**config.mk**
```make
export PLATFORM = sky130hd
export DESIGN_NAME = dfcrc_top
export DESIGN_NICKNAME = d
export VERILOG_FILES = /design/src/common/dfcrc_pkg.sv /design/src/common/dfcrc_line_if.sv /design/src/design/dfcrc_top.sv /design/src/design/dfcrc_sync.sv /design/src/design/dfcrc_edge.sv
export SDC_FILE = /design/constraint.sdc
export NUM_CORES = 1
export LEC_CHECK = 0
export BUFFER_PORTS_ARGS = -buffer_cell sky130_fd_sc_hd__buf_2
export CAP_MARGIN = 20
export CORE_MARGIN = 10
export CORE_UTILIZATION = 55
export CTS_CLUSTER_DIAMETER = 50
export DETAILED_ROUTE_END_ITERATION = 8
export PLACE_DENSITY = 0.72
export SLEW_MARGIN = 15
export SYNTH_ARGS = -nofsm -noshare
export SYNTH_HDL_FRONTEND = slang
export SYNTH_SLANG_ARGS = --single-unit
```
**constraint.sdc**
```tcl
create_clock -name i_ref_clk -period 5 [get_ports i_ref_clk]
set_input_delay 0 -clock i_ref_clk [delete_from_list [all_inputs] [get_ports i_ref_clk]]
set_output_delay 0 -clock i_ref_clk [all_outputs]
set_load 0.02 [all_outputs]
```
**src/common/dfcrc_pkg.sv**
```systemverilog
// constants, state types and helpers shared by the dual frame code block
// assumes one system clock; line clocks arrive as plain sampled inputs
package dfcrc_pkg;

    typedef enum logic [2:0] {
        ST_HUNT = 3'h1,
        ST_FRAME = 3'h2,
        ST_EMIT = 3'h4
    } dfcrc_state_type;

    // framing and code constants
    localparam logic [7:0] FLAG_PATTERN = 8'h7e;
    localparam logic [31:0] CRC_INIT = 32'hffffffff;
    localparam logic [31:0] CRC_POLY_REFL = 32'hedb88320;
    localparam logic [31:0] CRC_RESIDUE = 32'hdebb20e3;
    localparam logic [2:0] ABORT_ONES = 3'h7;
    localparam logic [2:0] STUFF_ONES = 3'h5;
    localparam logic [3:0] FLAG_BITS = 4'h8;
    localparam logic [4:0] MIN_BITS = 5'h10;
    localparam logic [5:0] CODE_BITS = 6'h20;

    // pin positions inside one section's synchronised group
    localparam int PIN_MR = 0;
    localparam int PIN_CLK = 1;
    localparam int PIN_DIN = 2;
    localparam int PIN_EN = 3;
    localparam int PIN_MODE = 4;
    localparam int PIN_CLR = 5;
    localparam int PINS_PER_SEC = 6;

    // register map
    localparam int AXI_ADDR_W = 4;
    localparam logic [3:0] OFF_CTRL = 4'h0;
    localparam logic [3:0] OFF_STATUS = 4'h4;
    localparam logic [1:0] RESP_OKAY = 2'h0;
    localparam logic [1:0] RESP_SLVERR = 2'h2;
    localparam int STAT_ERR_LSB = 0;
    localparam int STAT_FRAME_LSB = 2;
    localparam int STAT_EMIT_LSB = 4;
    localparam int STAT_EN_LSB = 6;

    typedef struct packed {
        dfcrc_state_type state;
        logic [7:0] sr;
        logic out;
        logic gclk;
        logic [31:0] crc;
        logic [2:0] in_ones;
        logic [2:0] out_ones;
        logic [3:0] skip;
        logic [4:0] nbits;
        logic [5:0] emit_idx;
        logic chk_bad;
        logic err;
        logic en;
        logic mode;
        logic [1:0] din_d;
    } dfcrc_sec_type;

    localparam dfcrc_sec_type SEC_RESET = '{state: ST_HUNT, sr: 8'hff, out: 1'b1,
        gclk: 1'b0, crc: CRC_INIT, in_ones: 3'h0, out_ones: 3'h0, skip: 4'h0,
        nbits: 5'h0, emit_idx: 6'h0, chk_bad: 1'b0, err: 1'b0, en: 1'b0,
        mode: 1'b0, din_d: 2'h0};

    // one serial step of the reflected 32-bit code
    function automatic logic [31:0] crc_step(input logic [31:0] c, input logic b);
        crc_step = (c >> 1) ^ ((c[0] ^ b) ? CRC_POLY_REFL : 32'h0);
    endfunction : crc_step

    // saturating count of consecutive ones
    function automatic logic [2:0] ones_inc(input logic [2:0] c);
        ones_inc = (c == ABORT_ONES) ? c : 3'(c + 3'h1);
    endfunction : ones_inc

endpackage : dfcrc_pkg

```
**src/common/dfcrc_line_if.sv**
```systemverilog
// carries synchronised line clock levels and their rise pulses
// assumes both ends sit on the system clock
interface dfcrc_line_if #(parameter int N_SEC = 2);
    logic [N_SEC-1:0] lvl;
    logic [N_SEC-1:0] rise;
    modport edge_side (input lvl, output rise);
    modport core_side (output lvl, input rise);
endinterface : dfcrc_line_if

```
**src/design/dfcrc_top.sv**
```systemverilog
// dual in-line 32-bit frame check generator/checker with register access
// assumes async pins, line clocks far below i_ref_clk
// Operation
// - two independent sections
// - 32-degree code polynomial
// - preset ones, invert before append
// - pass only on fixed residue
// - nine-bit delay on line clock
// - gated clock follows line clock
// - generate codes between two flags
// - closing flag: halt, send code, resume
// - gate high until last code bit
// - strip and stuff zeros, share flags
// - short frame: no code
// - error only on bad residue
// - no error under two bytes
// - seven ones abort, hunt again
// - master reset presets code and pipe
// - wait for whole flag after reset
// - enable low: plain nine-bit delay
// - enable sampled at line rise
// - flag cleared by reset or clear
// - clear pin clears, blocks flag
// - input ignored during code
// - error rises next line edge
// - after abort pass until flag
module dfcrc_top (
    input wire logic i_ref_clk,
    input wire logic i_rst,
    input wire logic i_section_master_reset_a,
    input wire logic i_line_clock_in_a,
    input wire logic i_serial_in_a,
    input wire logic i_crc_enable_a,
    input wire logic i_check_generate_select_a,
    input wire logic i_error_flag_clear_a,
    output logic o_gated_clock_out_a,
    output logic o_serial_out_a,
    output logic o_crc_error_flag_a,
    input wire logic i_section_master_reset_b,
    input wire logic i_line_clock_in_b,
    input wire logic i_serial_in_b,
    input wire logic i_crc_enable_b,
    input wire logic i_check_generate_select_b,
    input wire logic i_error_flag_clear_b,
    output logic o_gated_clock_out_b,
    output logic o_serial_out_b,
    output logic o_crc_error_flag_b,
    input wire logic [3:0] i_s_axi_awaddr,
    input wire logic i_s_axi_awvalid,
    output logic o_s_axi_awready,
    input wire logic [31:0] i_s_axi_wdata,
    input wire logic [3:0] i_s_axi_wstrb,
    input wire logic i_s_axi_wvalid,
    output logic o_s_axi_wready,
    output logic [1:0] o_s_axi_bresp,
    output logic o_s_axi_bvalid,
    input wire logic i_s_axi_bready,
    input wire logic [3:0] i_s_axi_araddr,
    input wire logic i_s_axi_arvalid,
    output logic o_s_axi_arready,
    output logic [31:0] o_s_axi_rdata,
    output logic [1:0] o_s_axi_rresp,
    output logic o_s_axi_rvalid,
    input wire logic i_s_axi_rready
);
    localparam int N_SEC = 2;
    localparam int SYNC_W = N_SEC * dfcrc_pkg::PINS_PER_SEC;

    typedef struct packed {
        logic awrdy;
        logic wrdy;
        logic arrdy;
        logic aw_got;
        logic w_got;
        logic [3:0] waddr;
        logic [1:0] wbits;
        logic wlane0;
        logic bvalid;
        logic [1:0] bresp;
        logic rvalid;
        logic [1:0] rresp;
        logic [31:0] rdata;
        logic [1:0] soft_clr;
    } dfcrc_axi_type;

    logic [SYNC_W-1:0] pins_async;
    logic [SYNC_W-1:0] pins_sync;
    logic [7:0] status;
    dfcrc_axi_type axi_reg, axi_next;
    dfcrc_line_if #(.N_SEC(N_SEC)) line ();

    // each section's pins kept in its own slice
    assign pins_async = {i_error_flag_clear_b, i_check_generate_select_b, i_crc_enable_b,
        i_serial_in_b, i_line_clock_in_b, i_section_master_reset_b,
        i_error_flag_clear_a, i_check_generate_select_a, i_crc_enable_a,
        i_serial_in_a, i_line_clock_in_a, i_section_master_reset_a};

    dfcrc_sync #(.W(SYNC_W)) u_sync (
        .i_ref_clk(i_ref_clk),
        .i_rst(i_rst),
        .i_async(pins_async),
        .o_sync(pins_sync)
    );

    dfcrc_edge #(.N_SEC(N_SEC)) u_edge (
        .i_ref_clk(i_ref_clk),
        .i_rst(i_rst),
        .line(line.edge_side)
    );

    // restart framing with a fresh code register and flag skip
    function automatic dfcrc_pkg::dfcrc_sec_type start_frame(
            input dfcrc_pkg::dfcrc_sec_type s);
        start_frame = s;
        start_frame.state = dfcrc_pkg::ST_FRAME;
        start_frame.crc = dfcrc_pkg::CRC_INIT;
        start_frame.skip = dfcrc_pkg::FLAG_BITS;
        start_frame.nbits = 5'h0;
        start_frame.emit_idx = 6'h0;
    endfunction : start_frame

    for (genvar k = 0; k < N_SEC; k++) begin : g_sec
        logic [dfcrc_pkg::PINS_PER_SEC-1:0] pin;
        logic [31:0] code;
        logic rise;
        dfcrc_pkg::dfcrc_sec_type cur_reg, cur_next;

        assign pin = pins_sync[k*dfcrc_pkg::PINS_PER_SEC +: dfcrc_pkg::PINS_PER_SEC];
        assign line.lvl[k] = pin[dfcrc_pkg::PIN_CLK];
        assign rise = line.rise[k];
        assign code = ~cur_reg.crc;

        // data sampled two cycles back: stable before the line edge, not after
        always_comb begin
            cur_next = cur_reg;
            cur_next.din_d = {cur_reg.din_d[0], pin[dfcrc_pkg::PIN_DIN]};
            if (rise) begin
                cur_next.en = pin[dfcrc_pkg::PIN_EN];
                cur_next.mode = pin[dfcrc_pkg::PIN_MODE];
                cur_next.chk_bad = 1'b0;
                if (cur_reg.state == dfcrc_pkg::ST_EMIT) begin
                    // controller is frozen, input is left alone
                    if (cur_reg.out_ones == dfcrc_pkg::STUFF_ONES) begin
                        cur_next.out = 1'b0;
                        cur_next.out_ones = 3'h0;
                    end else if (cur_reg.emit_idx != dfcrc_pkg::CODE_BITS) begin
                        cur_next.out = code[cur_reg.emit_idx[4:0]];
                        cur_next.out_ones = code[cur_reg.emit_idx[4:0]] ?
                            dfcrc_pkg::ones_inc(cur_reg.out_ones) : 3'h0;
                        cur_next.emit_idx = 6'(cur_reg.emit_idx + 6'h1);
                    end
                    if (cur_next.emit_idx == dfcrc_pkg::CODE_BITS &&
                            cur_next.out_ones != dfcrc_pkg::STUFF_ONES) begin
                        cur_next = start_frame(cur_next);
                    end
                end else begin
                    // nine-bit pipe: eight stages and the output flop
                    cur_next.sr = {cur_reg.sr[6:0], cur_reg.din_d[1]};
                    cur_next.out = cur_reg.sr[7];
                    cur_next.out_ones = cur_reg.sr[7] ?
                        dfcrc_pkg::ones_inc(cur_reg.out_ones) : 3'h0;
                    cur_next.in_ones = cur_reg.din_d[1] ?
                        dfcrc_pkg::ones_inc(cur_reg.in_ones) : 3'h0;
                    case (cur_reg.state)
                        dfcrc_pkg::ST_HUNT: begin
                            // wait for a whole flag before any computing
                            if (cur_next.en && cur_next.sr == dfcrc_pkg::FLAG_PATTERN) begin
                                cur_next = start_frame(cur_next);
                            end
                        end
                        dfcrc_pkg::ST_FRAME: begin
                            if (!cur_next.en) begin
                                cur_next.state = dfcrc_pkg::ST_HUNT;
                            end else begin
                                // bits leaving the window are past any flag test
                                if (cur_reg.skip != 4'h0) begin
                                    cur_next.skip = 4'(cur_reg.skip - 4'h1);
                                end else if (!cur_reg.sr[7] &&
                                        cur_reg.out_ones == dfcrc_pkg::STUFF_ONES) begin
                                    cur_next.skip = 4'h0;
                                end else begin
                                    cur_next.crc = dfcrc_pkg::crc_step(cur_reg.crc,
                                        cur_reg.sr[7]);
                                    if (cur_reg.nbits != dfcrc_pkg::MIN_BITS) begin
                                        cur_next.nbits = 5'(cur_reg.nbits + 5'h1);
                                    end
                                end
                                if (cur_next.sr == dfcrc_pkg::FLAG_PATTERN) begin
                                    if (cur_next.nbits != dfcrc_pkg::MIN_BITS) begin
                                        cur_next = start_frame(cur_next);
                                    end else if (cur_next.mode) begin
                                        cur_next.chk_bad =
                                            cur_next.crc != dfcrc_pkg::CRC_RESIDUE;
                                        cur_next = start_frame(cur_next);
                                    end else begin
                                        cur_next.state = dfcrc_pkg::ST_EMIT;
                                        cur_next.emit_idx = 6'h0;
                                    end
                                end else if (cur_next.in_ones == dfcrc_pkg::ABORT_ONES) begin
                                    cur_next.state = dfcrc_pkg::ST_HUNT;
                                end
                            end
                        end
                        default: begin
                            cur_next.state = dfcrc_pkg::ST_HUNT;
                        end
                    endcase
                end
            end
            // clear pin wins and blocks; a set beats the software clear
            if (pin[dfcrc_pkg::PIN_CLR]) begin
                cur_next.err = 1'b0;
            end else if (rise && cur_reg.chk_bad) begin
                cur_next.err = 1'b1;
            end else if (axi_reg.soft_clr[k]) begin
                cur_next.err = 1'b0;
            end
            // gate holds high through the whole code
            cur_next.gclk = (cur_next.state == dfcrc_pkg::ST_EMIT) ? 1'b1 :
                pin[dfcrc_pkg::PIN_CLK];
            if (i_rst || pin[dfcrc_pkg::PIN_MR]) begin
                cur_next = dfcrc_pkg::SEC_RESET;
            end
        end

        always_ff @(posedge i_ref_clk) begin
            cur_reg <= cur_next;
        end

        // status bits for software
        assign status[dfcrc_pkg::STAT_ERR_LSB + k] = cur_reg.err;
        assign status[dfcrc_pkg::STAT_FRAME_LSB + k] = cur_reg.state == dfcrc_pkg::ST_FRAME;
        assign status[dfcrc_pkg::STAT_EMIT_LSB + k] = cur_reg.state == dfcrc_pkg::ST_EMIT;
        assign status[dfcrc_pkg::STAT_EN_LSB + k] = cur_reg.en;
    end

    assign o_gated_clock_out_a = g_sec[0].cur_reg.gclk;
    assign o_serial_out_a = g_sec[0].cur_reg.out;
    assign o_crc_error_flag_a = g_sec[0].cur_reg.err;
    assign o_gated_clock_out_b = g_sec[1].cur_reg.gclk;
    assign o_serial_out_b = g_sec[1].cur_reg.out;
    assign o_crc_error_flag_b = g_sec[1].cur_reg.err;

    // word decode ignores the byte offset bits
    function automatic logic reg_hit(input logic [3:0] addr, input logic [3:0] off);
        reg_hit = addr[3:2] == off[3:2];
    endfunction : reg_hit

    // register slave: one write and one read in flight at a time
    always_comb begin
        axi_next = axi_reg;
        axi_next.soft_clr = 2'h0;
        if (i_s_axi_awvalid && axi_reg.awrdy) begin
            axi_next.aw_got = 1'b1;
            axi_next.waddr = i_s_axi_awaddr;
            axi_next.awrdy = 1'b0;
        end
        if (i_s_axi_wvalid && axi_reg.wrdy) begin
            axi_next.w_got = 1'b1;
            axi_next.wbits = i_s_axi_wdata[1:0];
            axi_next.wlane0 = i_s_axi_wstrb[0];
            axi_next.wrdy = 1'b0;
        end
        if (axi_reg.aw_got && axi_reg.w_got && !axi_reg.bvalid) begin
            axi_next.aw_got = 1'b0;
            axi_next.w_got = 1'b0;
            axi_next.bvalid = 1'b1;
            axi_next.bresp = dfcrc_pkg::RESP_OKAY;
            if (reg_hit(axi_reg.waddr, dfcrc_pkg::OFF_CTRL)) begin
                axi_next.soft_clr = axi_reg.wlane0 ? axi_reg.wbits : 2'h0;
            end else if (!reg_hit(axi_reg.waddr, dfcrc_pkg::OFF_STATUS)) begin
                axi_next.bresp = dfcrc_pkg::RESP_SLVERR;
            end
        end
        if (axi_reg.bvalid && i_s_axi_bready) begin
            axi_next.bvalid = 1'b0;
            axi_next.awrdy = 1'b1;
            axi_next.wrdy = 1'b1;
        end
        if (i_s_axi_arvalid && axi_reg.arrdy) begin
            axi_next.arrdy = 1'b0;
            axi_next.rvalid = 1'b1;
            axi_next.rresp = dfcrc_pkg::RESP_OKAY;
            axi_next.rdata = 32'h0;
            if (reg_hit(i_s_axi_araddr, dfcrc_pkg::OFF_STATUS)) begin
                axi_next.rdata = {24'h0, status};
            end else if (!reg_hit(i_s_axi_araddr, dfcrc_pkg::OFF_CTRL)) begin
                axi_next.rresp = dfcrc_pkg::RESP_SLVERR;
            end
        end
        if (axi_reg.rvalid && i_s_axi_rready) begin
            axi_next.rvalid = 1'b0;
            axi_next.arrdy = 1'b1;
        end
        if (i_rst) begin
            axi_next = '0;
            axi_next.awrdy = 1'b1;
            axi_next.wrdy = 1'b1;
            axi_next.arrdy = 1'b1;
        end
    end

    always_ff @(posedge i_ref_clk) begin
        axi_reg <= axi_next;
    end

    assign o_s_axi_awready = axi_reg.awrdy;
    assign o_s_axi_wready = axi_reg.wrdy;
    assign o_s_axi_bvalid = axi_reg.bvalid;
    assign o_s_axi_bresp = axi_reg.bresp;
    assign o_s_axi_arready = axi_reg.arrdy;
    assign o_s_axi_rvalid = axi_reg.rvalid;
    assign o_s_axi_rresp = axi_reg.rresp;
    assign o_s_axi_rdata = axi_reg.rdata;
endmodule : dfcrc_top

```
**src/design/dfcrc_sync.sv**
```systemverilog
// two flip-flop synchroniser for a group of pin levels
// assumes inputs are asynchronous to i_ref_clk
module dfcrc_sync #(
    parameter int W = 12
) (
    input wire logic i_ref_clk,
    input wire logic i_rst,
    input wire logic [W-1:0] i_async,
    output logic [W-1:0] o_sync
);
    typedef struct packed {
        logic [W-1:0] meta;
        logic [W-1:0] stable;
    } dfcrc_sync_type;

    dfcrc_sync_type s_reg, s_next;

    // first stage feeds only the second stage
    always_comb begin
        s_next.meta = i_async;
        s_next.stable = s_reg.meta;
        if (i_rst) begin
            s_next = '0;
        end
    end

    always_ff @(posedge i_ref_clk) begin
        s_reg <= s_next;
    end

    assign o_sync = s_reg.stable;
endmodule : dfcrc_sync

```
**src/design/dfcrc_edge.sv**
```systemverilog
// finds rising edges of the synchronised line clocks
// assumes lvl is already two flops past the pin
module dfcrc_edge #(
    parameter int N_SEC = 2
) (
    input wire logic i_ref_clk,
    input wire logic i_rst,
    dfcrc_line_if.edge_side line
);
    typedef struct packed {
        logic [N_SEC-1:0] prev;
        logic [N_SEC-1:0] rise;
    } dfcrc_edge_type;

    dfcrc_edge_type e_reg, e_next;

    // registered one-cycle pulse per rise
    always_comb begin
        e_next.prev = line.lvl;
        e_next.rise = line.lvl & ~e_reg.prev;
        if (i_rst) begin
            e_next = '0;
        end
    end

    always_ff @(posedge i_ref_clk) begin
        e_reg <= e_next;
    end

    assign line.rise = e_reg.rise;
endmodule : dfcrc_edge

```
# == Yosys cells after proc, flatten, opt, wreduce, memory -nomap -nowiden ==
# Index checks and enable logic that the tools add are counted.
# word_totals
reg_bits,224
latchBits,0
ram_bits,0
romBits,0
inputBits,63
out_inout_bits,47
wordCells,260
mem_count,0
# classes
addsub,10
multipliers,0
n_div,0
n_lt_le_gt_ge,2
eq_ne,40
shifts,0
mux,107
n_bitwise,13
n_reduce_logical,40
# op_table
op,n
two-way mux 72 bit,10
two-way mux 32 bit,14
two-way mux 69 bit,4
one-hot mux 69 bit (2 select lines),2
two-way mux 47 bit,2
two-way mux 3 bit,26
two-way mux 5 bit,14
!= test 32 bit (second input constant),2
NOT 32 bit,2
XOR 31 x 32 -> 32 bit,2
two-way mux 6 bit,10
equality test 3 bit (second input constant),12
!= test 5 bit (second input constant),4
AND reduction 5 bit,4
equality test 8 x 7 -> 1 bit (second input constant),2
two-way mux 4 bit,4
logical AND 1 bit,15
adder 3 x 1 -> 3 bit (second input constant),4
adder 6 x 1 -> 6 bit (second input constant),2
equality test 6 bit (second input constant),2
< comparator 5 x 6 -> 1 bit (second input constant),2
two-way mux 1 bit,12
!= test 3 x 1 -> 1 bit (second input constant),4
!= test 3 bit (second input constant),4
other kinds (24),53

# == Depth between registers and ports, before layout ==
# Gate-level depths: netlist of the first run.
# logic_depth
ltp_word,19
depth_mapped,14
depth_no_buf,10

# == Modules after synthesis ==
# A second synthesis of the first run with hierarchy kept.
# unflattened
cells_unflattened,1271
area_unflattened_um2,10580.1
# modules_own_cells
mod,instances,cells_each,area_per_inst_um2,seq_area_each_um2
dfcrc_top,1,1199,9664.3,3323.2
dfcrc_sync,1,62,783.3,480.5
dfcrc_edge,1,10,132.6,80.1

# == Least setup slack after synthesis of the first run ==
# OpenSTA, ideal clock, no wires.
# synth_timing
kind,register -> register
from,reg g_sec[0].cur_reg[17] (netlist bit)
to,reg g_sec[0].cur_reg[29] (netlist bit)
setup_ns,0.123
arrival_time_ns,2.648
required_time_ns,4.877
slack_ns,2.229
path_stages_with_launch,11
n_path_buf,0
period_less_slack_ns,2.771
cell_sequence,dfxtp_1 -> inv_1 -> ha_1 -> nor3b_2 -> nand2_1 -> a2111oi_0 -> o2111ai_2 -> nand2_2 -> and3_4 -> a211oi_4 -> o32a_2
# synth_via
elab_chain_len,12
elab_cells_between_ends,18
classes_between,1 x eq/ne; 16 x mux; 1 x reduce/logical
# synth_lines
element,line_no,source
start: declaration,dfcrc_top.sv:126,"dfcrc_pkg::dfcrc_sec_type cur_reg, cur_next;"
start signal: assignment,dfcrc_top.sv:227,cur_reg <= cur_next;
nonzero test 4 bit (*),dfcrc_top.sv:176,if (cur_reg.skip != 4'h0) begin
two-way mux 5 bit / two-way mux 32 bit (equally long branches),dfcrc_top.sv:176,
two-way mux 5 bit / two-way mux 32 bit (equally long branches),dfcrc_top.sv:172,if (!cur_next.en) begin
two-way mux 5 bit / two-way mux 32 bit (equally long branches),dfcrc_top.sv:164,case (cur_reg.state)
two-way mux 5 bit / two-way mux 32 bit (equally long branches),dfcrc_top.sv:141,if (cur_reg.state == dfcrc_pkg::ST_EMIT) begin
two-way mux 5 bit / two-way mux 32 bit (equally long branches),dfcrc_top.sv:137,if (rise) begin
!= test 5 bit / two-way mux 47 bit (equally long branches),"dfcrc_top.sv:189, dfcrc_top.sv:191",
two-way mux 72 bit,dfcrc_top.sv:189,if (cur_next.nbits != dfcrc_pkg::MIN_BITS) begin
two-way mux 69 bit (*),dfcrc_top.sv:188,if (cur_next.sr == dfcrc_pkg::FLAG_PATTERN) begin
two-way mux 69 bit (*),dfcrc_top.sv:172,
one-hot mux 69 bit (2 select lines) (*),dfcrc_top.sv:164,
two-way mux 72 bit (*),dfcrc_top.sv:141,
# Every way passes the cells marked *; elsewhere a longest branch is shown, timed or not. The select of a mux whose other input is x is not followed.
# A chain may end at the register's enable or synchronous reset.

# == Worst setup path in the final report of the first run ==
# layout_timing
from,reg g_sec[1].cur_reg[6] (netlist bit)
to,reg g_sec[1].cur_reg[47] (netlist bit)
# layout_via
elab_chain_len,11
elab_cells_between_ends,18
classes_between,1 x add/sub; 4 x eq/ne; 11 x mux; 2 x reduce/logical
# layout_lines
element,line_no,source
start: declaration,dfcrc_top.sv:126,
start signal: assignment,dfcrc_top.sv:227,
binary-select mux 1 bit (select 5 bit),dfcrc_top.sv:148,cur_next.out_ones = code[cur_reg.emit_idx[4:0]] ?
two-way mux 1 bit (implied by the code),dfcrc_top.sv:148,
two-way mux 3 bit,dfcrc_top.sv:148,
two-way mux 3 bit,dfcrc_top.sv:146,end else if (cur_reg.emit_idx != dfcrc_pkg::CODE_BITS) begin
two-way mux 3 bit,dfcrc_top.sv:143,if (cur_reg.out_ones == dfcrc_pkg::STUFF_ONES) begin
two-way mux 3 bit,dfcrc_top.sv:141,
two-way mux 3 bit,dfcrc_top.sv:137,
!= test 3 bit,dfcrc_top.sv:153,cur_next.out_ones != dfcrc_pkg::STUFF_ONES) begin
logical AND 1 bit (*),dfcrc_top.sv:152,if (cur_next.emit_idx == dfcrc_pkg::CODE_BITS &&
!= test 2 x 1 -> 1 bit (no source line) (*),-,
AND reduction 5 bit (no source line) (*),-,
# Marked as above.

==> results of run 1 <==
==> final timing paths <==
path         depth (start not counted)                                end                             start
min reg2reg                          1     u_edge.line.rise[0]$_SDFF_PP0_        u_edge.e_reg[2]$_SDFF_PP0_
max                                  9  g_sec[1].cur_reg[47]$_SDFFE_PP1P_  g_sec[1].cur_reg[6]$_SDFFE_PP0P_
min                                  2      o_s_axi_rdata[3]$_SDFFE_PP0P_                             i_rst
max reg2reg                          9  g_sec[1].cur_reg[47]$_SDFFE_PP1P_  g_sec[1].cur_reg[6]$_SDFFE_PP0P_
==> logic make-up (layout without fill, tap and decap cells) <==
family | Yosys count | count (layout) | synth area share (%)
simple gates | 518 | 518 | 24.7
compound gates | 322 | 322 | 21.3
flops | 194 | 194 | 36.0
buf+inv | 148 | 150 | 7.21
mux | 48 | 48 | 5.69
xor+xnor | 37 | 37 | 3.00
fa+ha+maj | 18 | 18 | 2.09
other cells | 1 | 26 | 0.0347
==> worst reg2reg max path: stages, from the launching register on <==
cell      delay (ns)
dfxtp_1         0.67
mux4_2          0.59
nor3b_1         0.26
a211oi_1        0.11
o211ai_2        0.37
a41oi_2         0.25
a21o_1          0.28
o21ai_2         0.65
buf_4           0.37
o22a_1          0.17
==> power breakdown <==
group          internal (W)  total (W)  switching, W
clock network      0.000761    0.00139      0.000626
logic             0.0000613   0.000172      0.000111
registers           0.00157    0.00158     0.0000165
total               0.00239    0.00314      0.000753
==> area by class of cell <==
cell class,instances,share of cell area [%]
tap,265,2.81
sequential,194,32.9
inverter,30,0.954
clock inverter,12,1.26
multi-input combinational,969,53.0
clock buffer,19,3.75
timing repair buffer,89,5.31
==> metrics by stage <==
| step | util, % | worst slack, ns | power [W] | hold WS [ns] | std cells |
|---|---|---|---|---|---|
| 2_1_floorplan | - | 2.23 | 0.00174 | 0.100 | 1311 |
| 3_3_place_gp | 56.3 | 1.39 | 0.00177 | 0.213 | 1518 |
| 3_5_place_dp | 56.4 | 1.35 | 0.00177 | 0.216 | 1519 |
| 4_1_cts | 60.8 | 1.29 | 0.00316 | 0.00345 | 1578 |
| 5_1_grt | 60.8 | 1.08 | 0.00324 | 0.0215 | 1578 |
| 6_report | 60.8 | 1.23 | 0.00314 | 0.0224 | 1578 |
==> per-layer routing <==
layer | up-vias | routed length, um
met5 | - | 0
met1 | 4556 | 13000
li1 | 4661 | -
met4 | 0 | 476
met2 | 287 | 11600
met3 | 43 | 1340
==> layout by cell type, fill, tap and decap left out, types with 9 or more instances in the layout <==
cell	count
nand4_1	15
a211oi_1	9
nor3_1	20
nand3_1	48
buf_4	14
nor4bb_1	10
buf_2	46
nand2b_1	13
a22oi_1	11
a31oi_1	60
dlygate4sd3_1	28
conb_1	26
dfxtp_1	194
nand2_1	207
ha_1	18
nor2_1	66
nor2b_1	34
o21ai_0	34
o22a_1	58
a21oi_1	70
and2_1	13
nor4_1	14
clkbuf_16	17
mux2i_1	37
xnor2_1	30
inv_1	29
==> cells in the mapped netlist, types with 6 or more instances <==
cell type	n
nor4_1	14
nand3b_1	7
nand2_1	207
mux2i_1	37
nor2b_1	34
or2_2	8
a31oi_1	60
nand3_1	48
mux4_2	8
nor3_1	20
and2_1	12
nor4bb_1	10
xnor2_1	32
inv_1	29
buf_2	11
ha_1	18
o21ai_0	34
clkbuf_1	56
a211oi_1	9
a22oi_1	11
a21oi_1	70
buf_6	6
o22a_1	58
dfxtp_1	194
nor2_1	67
nand4_1	15
nand2b_1	13
or3_1	8
and3_1	6
a41oi_1	6
buf_4	39
==> timing repair <==
item                                   4_1_cts  5_1_grt
buffers inserted                             0        0
hold buffers                                28        0
endpoints found under the hold margin       25        0
==> results.json, run 1 <==
{
  "outcome": "finished, final reports clean",
  "synth_flop_cell": "dfxtp_1",
  "ys_ff_latch": 194,
  "drcViolationCount": 0,
  "die_x_um": 160,
  "fin_tns_setup_ns": 0,
  "drive_above_1_share_pct": 11.0,
  "htree_levels": 4,
  "cts.sinks": 194,
  "grt_pass1_wl_um": 43700,
  "grt_remaining_overflow": 0,
  "grt_busiest_layer": "met2",
  "netlist_area_um2": 10800,
  "cap_violations": 0,
  "numCtsBuffers": 17,
  "clock_path_buffers": 2,
  "io_buffers": 46,
  "crit_path_cell_trace": "mux4_2, nor3b_1, a211oi_1, o211ai_2, a41oi_2, a21o_1, o21ai_2, buf_4, o22a_1",
  "hold_violations": 0,
  "use_met3_pct": 3.96,
  "regArea_um2": 3880,
  "ys_types": 99,
  "dr.pass1.iters": 5,
  "dpl_cell_area_um2": 10900,
  "drtIter0Drc": 726,
  "yosysWarningCount": 0,
  "synth_area_leaders": "dfxtp_1, nand2_1, o22a_1",
  "hold_path_class": "in2reg",
  "diodes": 0,
  "synth_top_area_share_pct": 36.0,
  "grt_max_degree": 40,
  "leakagePower_nw": 4.68,
  "post-dp-hpwl_um": 17300,
  "finClkSkew_ns": 0.0113,
  "period_minus_slack_ns": 3.77,
  "r2r_slack_ns": 1.23,
  "top_level_ports": 110,
  "yosysTopAreaCell": "dfxtp_1",
  "gp_congestion": 0.881,
  "grtUsageTotal_pct": 19.8,
  "ant_nets": 0,
  "cts_tree": "done",
  "use_met2_pct": 30.3,
  "wirelength_um": 26300,
  "cts.clk_slew.worst_paths_ns": 0.07,
  "min_period_over_period_pct": 75.4,
  "worstMarginPinSlew_ns": 1.09,
  "coreArea_um2": 19400,
  "cts.repair.resized": 0,
  "wl_per_cell_um": 16.7,
  "syn_avg_cell_area_um2": 8.40,
  "largest_register_ffs": 136,
  "end_kind": "flop",
  "startpoint_type": "flop",
  "cp_num_buf_inv": 1,
  "final_area_um2": 11800,
  "slowest_delay_ns": 0.67,
  "cp_slowest_cell": "dfxtp_1",
  "rsz0062_at_grt": "no",
  "multiInputGateArea_um2": 6260,
  "timing.slew.headroom_pct": 27.2,
  "syn_to_final_growth_pct": 9.33,
  "antenna_found_initial": 0,
  "path_delay_family": "compound AO/OA/AOI/OAI gates",
  "root_buffer": "clkbuf_16",
  "syn_inst": 1286,
  "initial_core_util_pct": 55.7,
  "timing.fmax_mhz": 265,
  "path_class": "reg2reg",
  "power.density_nw_per_um2": 266,
  "maxSlewViolCount": 0,
  "synth-edff-count": 0,
  "num-nets-final": 1382,
  "clock_latency_ns": 0.43,
  "required_ns": 5.37,
  "dieHeight_um": 160,
  "vias_per_cell": 6.05,
  "setup_viol_count_final": 0,
  "async_flop_share_pct": 0,
  "grt_pass1_vias": 8752,
  "fp.dieArea_um2": 25600,
  "fillers": 1752,
  "grt_util_met1_pct": 27.4,
  "vias": 9547,
  "cp_data_arrival_time_ns": 4.15,
  "num_rows": 51,
  "yosysSeqAreaShare_pct": 36.0,
  "crit_fanout": 17,
  "ir_worst_vdd_mv": 0.219
}
Power figures use the tool's default switching activity.
==> run 2, diff against run 1 <==
==> constraint.sdc (replaced) <==
create_clock -name i_ref_clk -period 3.71 [get_ports i_ref_clk]
set_input_delay 0 -clock i_ref_clk [delete_from_list [all_inputs] [get_ports i_ref_clk]]
set_output_delay 0 -clock i_ref_clk [all_outputs]
set_load 0.02 [all_outputs]
==> results.json, run 2 (synthesis results as in run 1) <==
{
  "outcome": "finished, final reports clean",
  "dpl_cell_area_um2": 11000,
  "vias_per_cell": 6.05,
  "dr.pass1.iters": 9,
  "gp_congestion": 0.895,
  "min_path_cells": 2,
  "coreArea_um2": 19400,
  "use_met3_pct": 3.88,
  "hold_path_class": "in2reg",
  "crit_fanout": 13,
  "r2r_slack_ns": 0.34,
  "leakagePower_nw": 4.74,
  "final_area_um2": 11900,
  "timing.slew.headroom_pct": 44.3,
  "final_common_cell": "nand2_1",
  "fp.dieArea_um2": 25600,
  "num_rows": 51,
  "syn_to_final_growth_pct": 10.4,
  "maxSlewViolCount": 0,
  "grt_max_degree": 41,
  "largest_register_ffs": 136,
  "power.density_nw_per_um2": 355,
  "setup_viol_count_final": 0,
  "finalHoldWorstSlack_ns": 0.119,
  "wirelength_um": 26800,
  "min_period_over_period_pct": 90.9,
  "diodes": 0,
  "clock_path_buffers": 2,
  "cts_tree": "done",
  "cts.clk_slew.worst_paths_ns": 0.07,
  "layout.cells.non_filler": 1594,
  "grt_remaining_overflow": 0,
  "use_met2_pct": 32.1,
  "numCtsBuffers": 17,
  "htree_levels": 4,
  "timing.fmax_mhz": 296,
  "grt_util_met1_pct": 28.1,
  "cap_violations": 0,
  "reg2regPathDepth": 9,
  "io_buffers": 46,
  "path_class": "reg2reg",
  "rr_endpoint": "g_sec[0].cur_reg[39]$_SDFFE_PP1P_",
  "finClkSkew_ns": 0.00840,
  "required_ns": 4.03,
  "cp_data_arrival_time_ns": 3.69,
  "clock_latency_ns": 0.43,
  "end_kind": "flop",
  "period_minus_slack_ns": 3.37,
  "wl_per_cell_um": 16.8,
  "hold_end": "u_sync.o_sync[2]$_SDFF_PP0_",
  "initial_core_util_pct": 55.7,
  "hold_violations": 0,
  "grtUsageTotal_pct": 20.5,
  "root_buffer": "clkbuf_16",
  "ir_worst_vdd_mv": 0.296,
  "grt_pass1_vias": 9158,
  "fin_tns_setup_ns": 0,
  "drive_above_1_share_pct": 11.6,
  "grt_busiest_layer": "met2",
  "worstMarginPinSlew_ns": 0.830,
  "vias": 9651,
  "rsz0062_at_grt": "no",
  "power.total_w": 0.00423,
  "grt_pass1_wl_um": 45400,
  "top_level_ports": 110,
  "startpoint_type": "flop",
  "dieHeight_um": 160,
  "antenna_found_initial": 0,
  "drtIter0Drc": 869,
  "num-nets-final": 1397,
  "cts.sinks": 194,
  "final_cell_mix": "nand2_1, dfxtp_1, a21oi_1",
  "min_from": "i_rst",
  "post-dp-hpwl_um": 17800,
  "drcViolationCount": 0,
  "post_cts_buffers": 0,
  "r2r-start": "g_sec[0].cur_reg[21]$_SDFFE_PP0P_",
  "placedCellCount": 1530,
  "die_x_um": 160,
  "ant_nets": 0
}
[run 2: cell types whose count changed in the layout (fill, tap and decap cells not counted)]
| cell | change |
|---|---|
| buf_4 | +12 |
| buf_6 | -1 |
| clkbuf_1 | +2 |
| clkbuf_8 | +1 |
| clkinv_4 | -1 |
| clkinvlp_4 | +3 |
| dlygate4sd3_1 | +4 |
| inv_6 | -4 |
[run 2: how the worst max path moves through the flow]
stage	startpoint	endpoint	slack [ns]
after floorplan	g_sec[0].cur_reg[17]$_SDFFE_PP0P_	g_sec[0].cur_reg[29]$_SDFFE_PP1P_	0.94
after global placement	g_sec[0].cur_reg[8]$_SDFFE_PP0P_	g_sec[0].cur_reg[41]$_SDFFE_PP1P_	0.47
after detailed placement	g_sec[0].cur_reg[21]$_SDFFE_PP0P_	g_sec[0].cur_reg[39]$_SDFFE_PP1P_	0.42
after CTS	g_sec[0].cur_reg[8]$_SDFFE_PP0P_	g_sec[0].cur_reg[31]$_SDFFE_PP1P_	0.38
after global routing	g_sec[0].cur_reg[21]$_SDFFE_PP0P_	g_sec[0].cur_reg[38]$_SDFFE_PP1P_	0.13
final	g_sec[0].cur_reg[21]$_SDFFE_PP0P_	g_sec[0].cur_reg[39]$_SDFFE_PP1P_	0.34
[run 2: area by class of cell]
cell class              instances  area, um^2
inverters                      30         113
repair buffers                104         746
fillers                      1725        7480
flip-flops and latches        194        3880
clock inverters                10         128
multi-input cells             969        6260
clock buffers                  22         464
well taps                     265         332
[run 2: worst max-delay path: stages (launching register included)]
cell	delay [ns]
dfxtp_1	0.45
ha_1	0.32
and3b_1	0.36
nor3_1	0.07
a2111oi_0	0.64
o2111ai_2	0.30
nand2_2	0.34
and3_4	0.30
nand3_2	0.18
o22a_1	0.30
[run 2: stage by stage]
step,util [%],worst slack [ns]
2_1_floorplan,-,0.939
3_3_place_gp,56.8,0.467
3_5_place_dp,56.8,0.419
4_1_cts,61.5,0.384
5_1_grt,61.5,0.133
6_report,61.5,0.337
[run 2: report_power, final]
| group | total (W) | switching (W) | internal [W] |
|---|---|---|---|
| clock | 0.00186 | 0.000819 | 0.00104 |
| sequential | 0.00214 | 0.0000216 | 0.00211 |
| combinational | 0.000238 | 0.000151 | 0.0000869 |
[run 2: timing repair]
action,in CTS,in global routing
hold buffers,32,0
endpoints found under the hold margin,25,0
resized for setup,0,0
[run 2: metal layers]
metal,up-vias,routed length [um]
met5,-,0
met4,0,393
met3,31,1450
met2,283,11900
met1,4636,13100
li1,4701,-
==> run 3, diff against run 2 <==
--- a/config.mk
+++ b/config.mk
@@ -9,6 +9,7 @@
 export CAP_MARGIN = 20
 export CORE_MARGIN = 10
 export CORE_UTILIZATION = 55
+export CTS_BUF_LIST = sky130_fd_sc_hd__clkbuf_8 sky130_fd_sc_hd__clkbuf_16
 export CTS_CLUSTER_DIAMETER = 50
 export DETAILED_ROUTE_END_ITERATION = 8
 export PLACE_DENSITY = 0.72
==> results.json, run 3 (synthesis results as in run 1) <==
{
  "r2r-start": "g_sec[0].cur_reg[21]$_SDFFE_PP0P_",
  "fillers": 1725,
  "maxSlewViolCount": 0,
  "vias": 9641,
  "required_ns": 4.03,
  "dpl_cell_area_um2": 11000,
  "io_buffers": 46,
  "final_common_cell": "nand2_1",
  "reg2regPathDepth": 9,
  "cap_violations": 0,
  "grt_pass1_wl_um": 45400,
  "hold_end": "u_sync.o_sync[2]$_SDFF_PP0_",
  "finClkSkew_ns": 0.00840,
  "final_cell_mix": "nand2_1, dfxtp_1, a21oi_1",
  "dieHeight_um": 160,
  "drive_above_1_share_pct": 11.6,
  "grt_remaining_overflow": 0,
  "coreArea_um2": 19400,
  "die_x_um": 160,
  "grt_pass1_vias": 9158,
  "multiInputGateArea_um2": 6260,
  "post-dp-hpwl_um": 17800,
  "wl_per_cell_um": 16.8,
  "grt_max_degree": 41,
  "r2r_slack_ns": 0.34,
  "period_minus_slack_ns": 3.37,
  "final_area_um2": 11900,
  "worstMarginPinSlew_ns": 0.832,
  "wirelength_um": 26800,
  "num-nets-final": 1397,
  "timing.fmax_mhz": 297,
  "regArea_um2": 3880,
  "timing.slew.headroom_pct": 44.2,
  "diodes": 0,
  "min_from": "i_rst",
  "ant_nets": 0,
  "antenna_found_initial": 0,
  "startpoint_type": "flop",
  "crit_fanout": 13,
  "setup_viol_count_final": 0,
  "largest_register_ffs": 136,
  "dp_slack_ns": 0.419,
  "fp.dieArea_um2": 25600,
  "power.density_nw_per_um2": 354,
  "cts.sinks": 194,
  "hold_path_class": "in2reg",
  "hold_violations": 0,
  "leakagePower_nw": 4.75,
  "clock_path_buffers": 2,
  "syn_to_final_growth_pct": 10.4,
  "cts.clk_slew.worst_paths_ns": 0.07,
  "grtUsageTotal_pct": 20.5,
  "drcViolationCount": 0,
  "route.top_layer_used": "met4",
  "numCtsBuffers": 17,
  "ir_worst_vdd_mv": 0.295,
  "dr.pass1.iters": 5,
  "cp_data_arrival_time_ns": 3.69,
  "initial_core_util_pct": 55.7,
  "vias_per_cell": 6.05,
  "htree_levels": 4,
  "min_period_over_period_pct": 90.9,
  "end_kind": "flop",
  "drtIter0Drc": 869,
  "met1_length_um": 13100,
  "num_rows": 51,
  "min_path_cells": 2,
  "fin_tns_setup_ns": 0,
  "root_buffer": "clkbuf_16",
  "met3_length_um": 1430,
  "clock_latency_ns": 0.43,
  "layout.cells.non_filler": 1594,
  "path_class": "reg2reg",
  "rr_endpoint": "g_sec[0].cur_reg[39]$_SDFFE_PP1P_",
  "timing.final.ws_setup_ns": 0.339,
  "cts_tree": "done",
  "placedCellCount": 1530,
  "rsz0062_at_grt": "no",
  "outcome": "finished, final reports clean",
  "wl_met2_um": 11900,
  "top_level_ports": 110,
  "gp_congestion": 0.895
}
[run 3: final cells by class]
| type | count | share of cell area (%) |
|---|---|---|
| well taps | 265 | 2.78 |
| inverters | 30 | 0.944 |
| clock inverters | 13 | 1.16 |
| multi-input cells | 969 | 52.5 |
| repair buffers | 104 | 6.25 |
| flip-flops and latches | 194 | 32.6 |
| clock buffers | 19 | 3.80 |
[run 3: worst max-delay path by stage]
| stage | startpoint | endpoint | slack (ns) | depth (start not counted) |
|---|---|---|---|---|
| after global placement | g_sec[0].cur_reg[8]$_SDFFE_PP0P_ | g_sec[0].cur_reg[41]$_SDFFE_PP1P_ | 0.47 | 9 |
| after global routing | g_sec[0].cur_reg[21]$_SDFFE_PP0P_ | g_sec[0].cur_reg[38]$_SDFFE_PP1P_ | 0.13 | 9 |
| final | g_sec[0].cur_reg[21]$_SDFFE_PP0P_ | g_sec[0].cur_reg[39]$_SDFFE_PP1P_ | 0.34 | 9 |
| after floorplan | g_sec[0].cur_reg[17]$_SDFFE_PP0P_ | g_sec[0].cur_reg[29]$_SDFFE_PP1P_ | 0.94 | 10 |
| after CTS | g_sec[0].cur_reg[8]$_SDFFE_PP0P_ | g_sec[0].cur_reg[31]$_SDFFE_PP1P_ | 0.38 | 9 |
| after detailed placement | g_sec[0].cur_reg[21]$_SDFFE_PP0P_ | g_sec[0].cur_reg[39]$_SDFFE_PP1P_ | 0.42 | 9 |
[run 3: report_power, final]
part           leakage (nW)  switching (W)  total, W  internal, W
sequential             1.58      0.0000217   0.00214      0.00211
clock                 0.287       0.000817   0.00185      0.00103
combinational          2.89       0.000151  0.000238    0.0000869
[run 3: critical path, cell delays in order, from the launching register on]
cell and delay [ns]:
dfxtp_1 0.45, ha_1 0.32, and3b_1 0.36, nor3_1 0.07
a2111oi_0 0.64, o2111ai_2 0.30, nand2_2 0.34, and3_4 0.30
nand3_2 0.18, o22a_1 0.30
[run 3: through the flow]
stage	power [W]	hold WS, ns	utilization (%)
final	0.00422	0.119	61.5
after global routing	0.00436	0.148	61.5
after CTS	0.00424	0.107	61.5
after detailed placement	0.00239	0.218	56.8
after global placement	0.00239	0.212	56.8
after floorplan	0.00235	0.100	-
[run 3: repair_timing]
item,CTS,global route
setup buffers,0,0
hold buffers,32,0
gates resized for setup,0,0
endpoints found under the hold margin,25,0
[run 3: metal layers]
layer  global-route usage (%)  vias to the layer above
met4                     5.93                        0
met2                     32.1                      275
met3                     3.88                       29
li1                         -                     4701
met1                     28.1                     4636
met5                        0                        -
